**src/pkg/srt_pkg.sv**
```systemverilog
// shared constants, field layout and carriers for the sdram refresh timer
// Summary of operation
// - three-bit clock select picks one of seven prescaled clocks; 010 divides by eight
// - counter stays still until a nonzero clock select is written
// - counter equal to interval sets the match flag and clears the counter
// - each match requests a refresh cycle only while refresh enable is one
// - interval is compared with the counter on every count, not just writes
// - counter and interval constant are both eight bits wide
// - bit 7 of refresh control turns refresh on at one, off at zero
// - with mode-set enable one, an sdram write programs the mode register instead
// - with mode-set enable zero, sdram writes pass as ordinary accesses
package srt_pkg;

  // ----------------------------------------------------------------
  // register indices (byte address is four times the index)
  // ----------------------------------------------------------------
  localparam logic [23:0] IDX_SDRAM_CONTROL_WORD = 24'hfffda4;
  localparam logic [23:0] IDX_REFRESH_CONTROL = 24'hfffda6;
  localparam logic [23:0] IDX_REFRESH_TIMER_COUNT = 24'hfffda8;
  localparam logic [23:0] IDX_REFRESH_INTERVAL_CONSTANT = 24'hfffda9;
  localparam logic [23:0] IDX_IRQ_STATUS = 24'hfffdaa;
  localparam logic [23:0] IDX_IRQ_MASK = 24'hfffdab;

  // ----------------------------------------------------------------
  // field positions and widths
  // ----------------------------------------------------------------
  localparam int CNT_W = 8;
  localparam int PRESC_W = 12;
  localparam int SD_ADDR_W = 24;
  localparam int IRQ_W = 3;
  localparam int RC_CLK_SEL_LSB = 8;
  localparam int RC_CLK_SEL_MSB = 10;
  localparam int RC_ENABLE_BIT = 7;
  localparam int RC_MATCH_FLAG_BIT = 15;
  localparam int SC_MODE_SET_ENABLE_BIT = 15;
  localparam int IRQ_MATCH_BIT = 0;
  localparam int IRQ_REFRESH_BIT = 1;
  localparam int IRQ_MODE_SET_BIT = 2;

  // ----------------------------------------------------------------
  // reset values and codes
  // ----------------------------------------------------------------
  localparam logic [2:0] CLK_SEL_OFF = 3'h0;
  localparam logic [2:0] CLK_SEL_DIV8 = 3'h2;
  localparam logic [7:0] COUNT_RST = 8'h00;
  localparam logic [7:0] INTERVAL_RST = 8'hff;
  localparam logic [IRQ_W-1:0] IRQ_MASK_RST = 3'h0;

  // ----------------------------------------------------------------
  // carriers towards the sdram sequencer
  // ----------------------------------------------------------------
  typedef struct packed {
    logic strobe;
    logic byte_size;
    logic [SD_ADDR_W-1:0] addr;
  } srt_sdram_req_s;

  typedef struct packed {
    logic refresh;
    logic mode_set;
    logic pass_write;
    logic [SD_ADDR_W-1:0] addr;
  } srt_sdram_cmd_s;

  function automatic logic [31:0] srt_byte_addr(input logic [23:0] idx);
    srt_byte_addr = {6'h00, idx, 2'h0};
  endfunction

  // log2 of the prescale ratio per clock select code
  function automatic logic [3:0] srt_div_shift(input logic [2:0] sel);
    case (sel)
      3'h1: srt_div_shift = 4'h1;
      3'h2: srt_div_shift = 4'h3;
      3'h3: srt_div_shift = 4'h5;
      3'h4: srt_div_shift = 4'h7;
      3'h5: srt_div_shift = 4'h9;
      3'h6: srt_div_shift = 4'hb;
      default: srt_div_shift = 4'hc;
    endcase
  endfunction

endpackage

```
**src/core/srt_refresh_timer.sv**
```systemverilog
// sdram refresh interval timer, mode-set steering and apb register file
//
// The implementer's own choice: register access over APB.
`timescale 1ns/1ps

module srt_refresh_timer (
  // clock and reset
  input wire logic pclk,
  input wire logic presetn,

  // apb slave
  input wire logic psel,
  input wire logic penable,
  input wire logic pwrite,
  input wire logic [31:0] paddr,
  input wire logic [31:0] pwdata,
  output logic [31:0] prdata,
  output logic pready,
  output logic pslverr,

  // sdram sequencer side
  input wire srt_pkg::srt_sdram_req_s sdram_req,
  input wire logic sdram_busy,
  output srt_pkg::srt_sdram_cmd_s sdram_cmd,

  // interrupt
  output logic irq
);
  import srt_pkg::*;

  // ----------------------------------------------------------------
  // state
  // ----------------------------------------------------------------
  logic [2:0] clk_sel;
  logic refresh_enable;
  logic compare_match_flag;
  logic match_flag_armed;
  logic mode_register_set_enable;
  logic [CNT_W-1:0] refresh_timer_count;
  logic [CNT_W-1:0] refresh_interval_constant;
  logic [PRESC_W-1:0] presc;
  logic refresh_pending;
  logic [IRQ_W-1:0] irq_status;
  logic [IRQ_W-1:0] irq_mask;

  // ----------------------------------------------------------------
  // apb decode
  // ----------------------------------------------------------------
  wire setup = psel & ~penable;
  wire done = psel & penable & pready;
  wire wr = done & pwrite;
  wire rd = done & ~pwrite;

  wire hit_sc = paddr == srt_byte_addr(IDX_SDRAM_CONTROL_WORD);
  wire hit_rc = paddr == srt_byte_addr(IDX_REFRESH_CONTROL);
  wire hit_cnt = paddr == srt_byte_addr(IDX_REFRESH_TIMER_COUNT);
  wire hit_const = paddr == srt_byte_addr(IDX_REFRESH_INTERVAL_CONSTANT);
  wire hit_stat = paddr == srt_byte_addr(IDX_IRQ_STATUS);
  wire hit_mask = paddr == srt_byte_addr(IDX_IRQ_MASK);
  wire mapped = hit_sc | hit_rc | hit_cnt | hit_const | hit_stat | hit_mask;

  wire wr_sc = wr & hit_sc;
  wire wr_rc = wr & hit_rc;
  wire wr_cnt = wr & hit_cnt;
  wire wr_const = wr & hit_const;
  wire wr_mask = wr & hit_mask;
  wire rd_rc = rd & hit_rc;
  wire rd_stat = rd & hit_stat;

  // ----------------------------------------------------------------
  // read data views
  // ----------------------------------------------------------------
  wire [15:0] rc_view = {compare_match_flag, 4'h0, clk_sel, refresh_enable, 7'h00};
  wire [15:0] sc_view = {mode_register_set_enable, 15'h0000};

  wire [31:0] next_rdata =
    hit_sc ? {16'h0000, sc_view} :
    hit_rc ? {16'h0000, rc_view} :
    hit_cnt ? {24'h000000, refresh_timer_count} :
    hit_const ? {24'h000000, refresh_interval_constant} :
    hit_stat ? {29'h00000000, irq_status} :
    hit_mask ? {29'h00000000, irq_mask} :
    32'h00000000;

  // ----------------------------------------------------------------
  // prescaler and count tick
  // ----------------------------------------------------------------
  // code zero clears the prescaler and holds the counter still
  wire running = clk_sel != CLK_SEL_OFF;
  wire [3:0] div_shift = srt_div_shift(clk_sel);
  wire [PRESC_W-1:0] div_mask = PRESC_W'((13'h0001 << div_shift) - 13'h0001);
  wire tick = running & ((presc & div_mask) == div_mask);
  wire [PRESC_W-1:0] next_presc = running ? presc + 12'h001 : 12'h000;

  // ----------------------------------------------------------------
  // compare and counter
  // ----------------------------------------------------------------
  // equality is tested at every count, so a value written equal still matches
  wire match = tick & (refresh_timer_count == refresh_interval_constant);

  // a software write to the counter takes precedence over counting
  wire [CNT_W-1:0] next_refresh_timer_count =
    wr_cnt ? pwdata[CNT_W-1:0] :
    match ? COUNT_RST :
    tick ? refresh_timer_count + 8'h01 :
    refresh_timer_count;

  // ----------------------------------------------------------------
  // match flag: read as one, then write zero, clears it
  // ----------------------------------------------------------------
  // arming uses the value actually returned to software (latched at setup)
  wire flag_clear = wr_rc & match_flag_armed & ~pwdata[RC_MATCH_FLAG_BIT];
  wire next_compare_match_flag = match | (compare_match_flag & ~flag_clear);
  wire next_match_flag_armed =
    (rd_rc & prdata[RC_MATCH_FLAG_BIT]) | (match_flag_armed & ~flag_clear);

  // ----------------------------------------------------------------
  // refresh request and sdram command steering
  // ----------------------------------------------------------------
  // a new write strobe also counts as a bus cycle starting now
  wire bus_idle = ~sdram_busy & ~sdram_req.strobe;
  wire issue = refresh_pending & bus_idle;
  wire next_refresh_pending = (match & refresh_enable) | (refresh_pending & ~issue);

  wire mode_set = sdram_req.strobe & mode_register_set_enable;
  wire pass_write = sdram_req.strobe & ~mode_register_set_enable;

  srt_sdram_cmd_s next_cmd;
  assign next_cmd.refresh = issue;
  assign next_cmd.mode_set = mode_set;
  assign next_cmd.pass_write = pass_write;
  assign next_cmd.addr = sdram_req.addr;

  // ----------------------------------------------------------------
  // interrupt status
  // ----------------------------------------------------------------
  wire [IRQ_W-1:0] irq_events = {mode_set, issue, match};
  // only bits that software actually saw are cleared, so a late event survives
  wire [IRQ_W-1:0] irq_clear = rd_stat ? prdata[IRQ_W-1:0] : 3'h0;
  wire [IRQ_W-1:0] next_irq_status = irq_events | (irq_status & ~irq_clear);

  // ----------------------------------------------------------------
  // apb response registers
  // ----------------------------------------------------------------
  // zero wait state: pready rises in the first access cycle
  always_ff @(posedge pclk or negedge presetn) begin
    if (!presetn) begin
      pready <= 1'b0;
      pslverr <= 1'b0;
      prdata <= 32'h00000000;
    end else begin
      pready <= setup;
      pslverr <= setup & ~mapped;
      prdata <= (setup & ~pwrite) ? next_rdata : 32'h00000000;
    end
  end

  // ----------------------------------------------------------------
  // control registers
  // ----------------------------------------------------------------
  always_ff @(posedge pclk or negedge presetn) begin
    if (!presetn) begin
      clk_sel <= CLK_SEL_OFF;
      refresh_enable <= 1'b0;
    end else if (wr_rc) begin
      clk_sel <= pwdata[RC_CLK_SEL_MSB:RC_CLK_SEL_LSB];
      refresh_enable <= pwdata[RC_ENABLE_BIT];
    end
  end

  always_ff @(posedge pclk or negedge presetn) begin
    if (!presetn) begin
      mode_register_set_enable <= 1'b0;
    end else if (wr_sc) begin
      mode_register_set_enable <= pwdata[SC_MODE_SET_ENABLE_BIT];
    end
  end

  always_ff @(posedge pclk or negedge presetn) begin
    if (!presetn) begin
      refresh_interval_constant <= INTERVAL_RST;
    end else if (wr_const) begin
      refresh_interval_constant <= pwdata[CNT_W-1:0];
    end
  end

  always_ff @(posedge pclk or negedge presetn) begin
    if (!presetn) begin
      irq_mask <= IRQ_MASK_RST;
    end else if (wr_mask) begin
      irq_mask <= pwdata[IRQ_W-1:0];
    end
  end

  // ----------------------------------------------------------------
  // timer state
  // ----------------------------------------------------------------
  always_ff @(posedge pclk or negedge presetn) begin
    if (!presetn) begin
      presc <= 12'h000;
      refresh_timer_count <= COUNT_RST;
    end else begin
      presc <= next_presc;
      refresh_timer_count <= next_refresh_timer_count;
    end
  end

  always_ff @(posedge pclk or negedge presetn) begin
    if (!presetn) begin
      compare_match_flag <= 1'b0;
      match_flag_armed <= 1'b0;
      refresh_pending <= 1'b0;
    end else begin
      compare_match_flag <= next_compare_match_flag;
      match_flag_armed <= next_match_flag_armed;
      refresh_pending <= next_refresh_pending;
    end
  end

  // ----------------------------------------------------------------
  // sdram command and interrupt outputs
  // ----------------------------------------------------------------
  always_ff @(posedge pclk or negedge presetn) begin
    if (!presetn) begin
      sdram_cmd <= '0;
      irq_status <= 3'h0;
      irq <= 1'b0;
    end else begin
      sdram_cmd <= next_cmd;
      irq_status <= next_irq_status;
      irq <= |(irq_status & irq_mask);
    end
  end

endmodule

```
**config.mk**
```make
export PLATFORM = sky130hd
export DESIGN_NAME = srt_refresh_timer
export DESIGN_NICKNAME = d
export VERILOG_FILES = /design/src/pkg/srt_pkg.sv /design/src/core/srt_refresh_timer.sv
export SDC_FILE = /design/constraint.sdc
export NUM_CORES = 1
export LEC_CHECK = 0
export BUFFER_PORTS_ARGS = -buffer_cell sky130_fd_sc_hd__clkbuf_2
export CAP_MARGIN = 10
export CORE_UTILIZATION = 35
export DETAILED_ROUTE_END_ITERATION = 8
export PLACE_DENSITY_LB_ADDON = 0.3
export SYNTH_ARGS = -nofsm -noshare
export SYNTH_HDL_FRONTEND = slang
export SYNTH_SLANG_ARGS = --single-unit
```
**constraint.sdc**
```tcl
create_clock -name pclk -period 2.8 [get_ports pclk]
set_clock_uncertainty 0.15 [all_clocks]
set_input_delay 0.14 -clock pclk [delete_from_list [all_inputs] [get_ports pclk]]
set_output_delay 0.14 -clock pclk [all_outputs]
set_load 0.03 [all_outputs]
```
==> flow_summary.toml <==
[detailed_routing]
drt_iter0_markers = 175
wire_per_inst_um = 14.9
via_per_inst = 4.90
vias = 3216
drt_wl_total_um = 9810
detail-route-antenna-nets = 0
firstDrtPassIters = 6
drc = 0

[sta]
fmaxAchievable_ghz = 0.410
hold_ws_ns = 0.0603
hold_viol_final = 0
setup_viol = 0
min_period_ns = 2.44
rsz0062_at_grt = "no"
post-route-period-util_pct = 87.1
tns_ns = 0
slew_viol_final = 0
slew_headroom_pct = 28.3
tightest_slew_ns = 1.08
setup_slack_ns = 0.361

[floorplan]
die_area_um2 = 11800
core.rowCount = 38
core_area_um2 = 11000
io_pins = 158
dieWidth_um = 109
start_util_pct = 36.4
dieHeight_um = 109

[logic_synthesis]
synth_xor_area_share_pct = 3.95
syn_area_per_cell_um2 = 11.5
synth_top_cell_by_area = "dfrtp_1"
synth.area.top_cells = "dfrtp_1 48%, dfstp_2 5.3%, buf_4 3.9%"
syn-instance-count = 347
synth-compound-area-share_pct = 10.1
synthSimpleGateAreaFrac_pct = 19.0
async_flop_share_pct = 100
ys_warn_count = 0
yosysMostFrequentCell = "dfrtp_1"
synthTopCellsByCount = "76 x dfrtp_1, 25 x nor2_1, 21 x buf_4, 17 x nand3_1, 15 x xor2_1"
synth_top_family_by_area = "simple AND/OR/NAND/NOR gates"
synth_edf_count = 0
ys_ff_latch = 84
synth_top_area_share_pct = 47.6
synth_seq_area_share_pct = 52.9
synthMuxAreaShare_pct = 6.76
synthAdderAreaFrac_pct = 0.940
yosysUniqueCellTypes = 60
yosys_most_used_dff = "dfrtp_1"
synth_area_um2 = 4000

[hold_path]
hold_depth = 3
worst_hold_path_type = "input pin to register"

[placed_design]
place.port_buffers = 116
numPlacedInstances = 596
dpl.hpwl_um = 6630
dp_worst_setup_slack_ns = 0.368
gp_congestion = 0.829

[power]
power_density_nw_per_um2 = 504
vdd.ir_drop.worst_mv = 0.235
total_power_mw = 2.73
p_leak_nw = 2.64

[clocking]
cts_buffer_depth = 2
root_buffer = "clkbuf_16"
cts_tree = "built"
worstSkewPairLatency_ns = 0.34
cts_resized = 0
clk_pin_slew_ns = 0.07
cts_buffers = 9
clkSinkCount = 84
h-tree-depth = 3

[global_routing]
grt-ovfl-total = 0
grt_pass1_wl_um = 15500
grt_max_degree = 85
grt_pass1_vias = 3171
antenna_found_initial = 0
track_usage_pct = 17.5

[final_layout]
fillCellCount = 991
drive_gt1_share_pct = 32.6
syn_to_final_growth_pct = 35.4
final_cells = 656
finalNetCount = 610
diodes = 0

[setup_path]
critPathBufInv = 0
r2r_start = "clk_sel[1]$_DFFE_PN0P_"
critPathArrivalTime_ns = 2.56
path_max_fanout = 11
required_ns = 2.92
crit_type = "register to register"
reg2regPathDepth = 7
endpoint = "refresh_timer_count[7]$_DFFE_PN0P_"
cp_cell_sequence = "nor2_1, nand2_1, ha_1, o2111ai_1, a311o_1, o41a_1, a21oi_1"
timing.rr.end = "refresh_timer_count[7]$_DFFE_PN0P_"
startpoint = "clk_sel[1]$_DFFE_PN0P_"
crit_path_start_kind = "register"
regToRegSetupSlack_ns = 0.36
path_delay_family = "compound AO/OA/AOI/OAI gates"
critPathCaptureType = "register"
crit_path_max_incr_delay_ns = 0.51
critPathSlowestCell = "a311o_1"
crit_cells = 7

[run]
cap_violations = 0

[outcome]
status = "complete, no violations"
[per-stage QoR]
step	area (um^2)	util, %
2_1_floorplan	4070	-
5_1_grt	5410	49.3
3_5_place_dp	4660	42.4
3_3_place_gp	4660	42.4
6_report	5410	49.3
4_1_cts	5410	49.3
[worst register-to-register path, cell delays in order, from the launching register on]
cell       delay [ns]
dfrtp_1          0.48
nor2_1           0.14
nand2_1          0.06
ha_1             0.29
o2111ai_1        0.13
a311o_1          0.51
o41a_1           0.45
a21oi_1          0.15
[cells by family after synthesis]
kind of cell               Yosys count
DFF                                 84
muxes                               25
xor gates and xnor gates            18
and+or+nand+nor                    125
buffers and inverters               40
AOI/OAI and AO/OA                   50
other                                2
adders and majority gates            3
[what timing repair did]
item,in CTS,in global routing
setup buffers,0,0
hold buffers,44,0
endpoints found under the hold margin,132,0
[routing by layer]
metal | track usage (%) | wire length [um] | vias to the layer above | share of wire, %
met4 | 7.53 | 129 | 0 | 1.3
met3 | 2.87 | 444 | 10 | 4.5
met5 | 0 | 0 | - | 0
li1 | - | - | 1558 | -
met2 | 29.7 | 4890 | 97 | 50
met1 | 21.9 | 4340 | 1551 | 44
[power breakdown]
group | leakage [nW] | switching (mW) | internal (mW)
clock | 0.154 | 0.505 | 0.725
combinational | 1.40 | 0.160 | 0.0990
sequential | 1.08 | 0.00566 | 1.23
[layout make-up]
class / count / area, um^2 / share of cell area, %
Sequential cell: 84 / 2110 / 39.0
Inverter: 6 / 22.5 / 0.416
Tap cell: 140 / 175 / 3.24
Clock inverter: 6 / 70.1 / 1.30
Multi-Input combinational cell: 242 / 1710 / 31.6
Clock buffer: 10 / 239 / 4.42
Timing Repair Buffer: 168 / 1080 / 20.0
[cell usage in the layout (no fill, tap or decap), drive strengths merged, types with 3 or more instances in the layout]
master	Yosys	layout
a2111oi	4	4
a21boi	3	3
a21oi	7	7
a31oi	6	6
and2	4	4
and3	6	6
and4	3	3
buf	26	9
clkbuf	8	125
conb	2	21
dfrtp	76	76
dfstp	8	8
dlygate4sd3	0	44
ha	3	3
inv	6	9
mux2	16	16
mux2i	9	9
nand2	10	10
nand2b	5	5
nand3	17	17
nand4	10	10
nor2	25	25
nor2b	6	6
nor3	15	15
nor4	10	10
o22a	3	3
o31ai	6	6
o41ai	3	3
xnor2	3	3
xor2	15	15
[how the worst min path moves through the flow]
stage / start / end
5_1_grt: psel / pslverr$_DFF_PN0_
4_1_cts: psel / pslverr$_DFF_PN0_
2_1_floorplan: presetn / clk_sel[0]$_DFFE_PN0P_
3_5_place_dp: sdram_req[21] / sdram_cmd[21]$_DFF_PN0_
6_report: psel / pslverr$_DFF_PN0_
3_3_place_gp: sdram_req[6] / sdram_cmd[6]$_DFF_PN0_
[flip-flops by register name, indices dropped and copies added (netlist names)]
name,cells
match_flag_armed,1
irq_mask,3
irq_status,3
presc,12
refresh_interval_constant,8
pslverr,1
compare_match_flag,1
mode_register_set_enable,1
irq,1
sdram_cmd,27
refresh_timer_count,8
clk_sel,3
prdata,12
refresh_pending,1
pready,1
refresh_enable,1
Power figures use the tool's default switching activity.
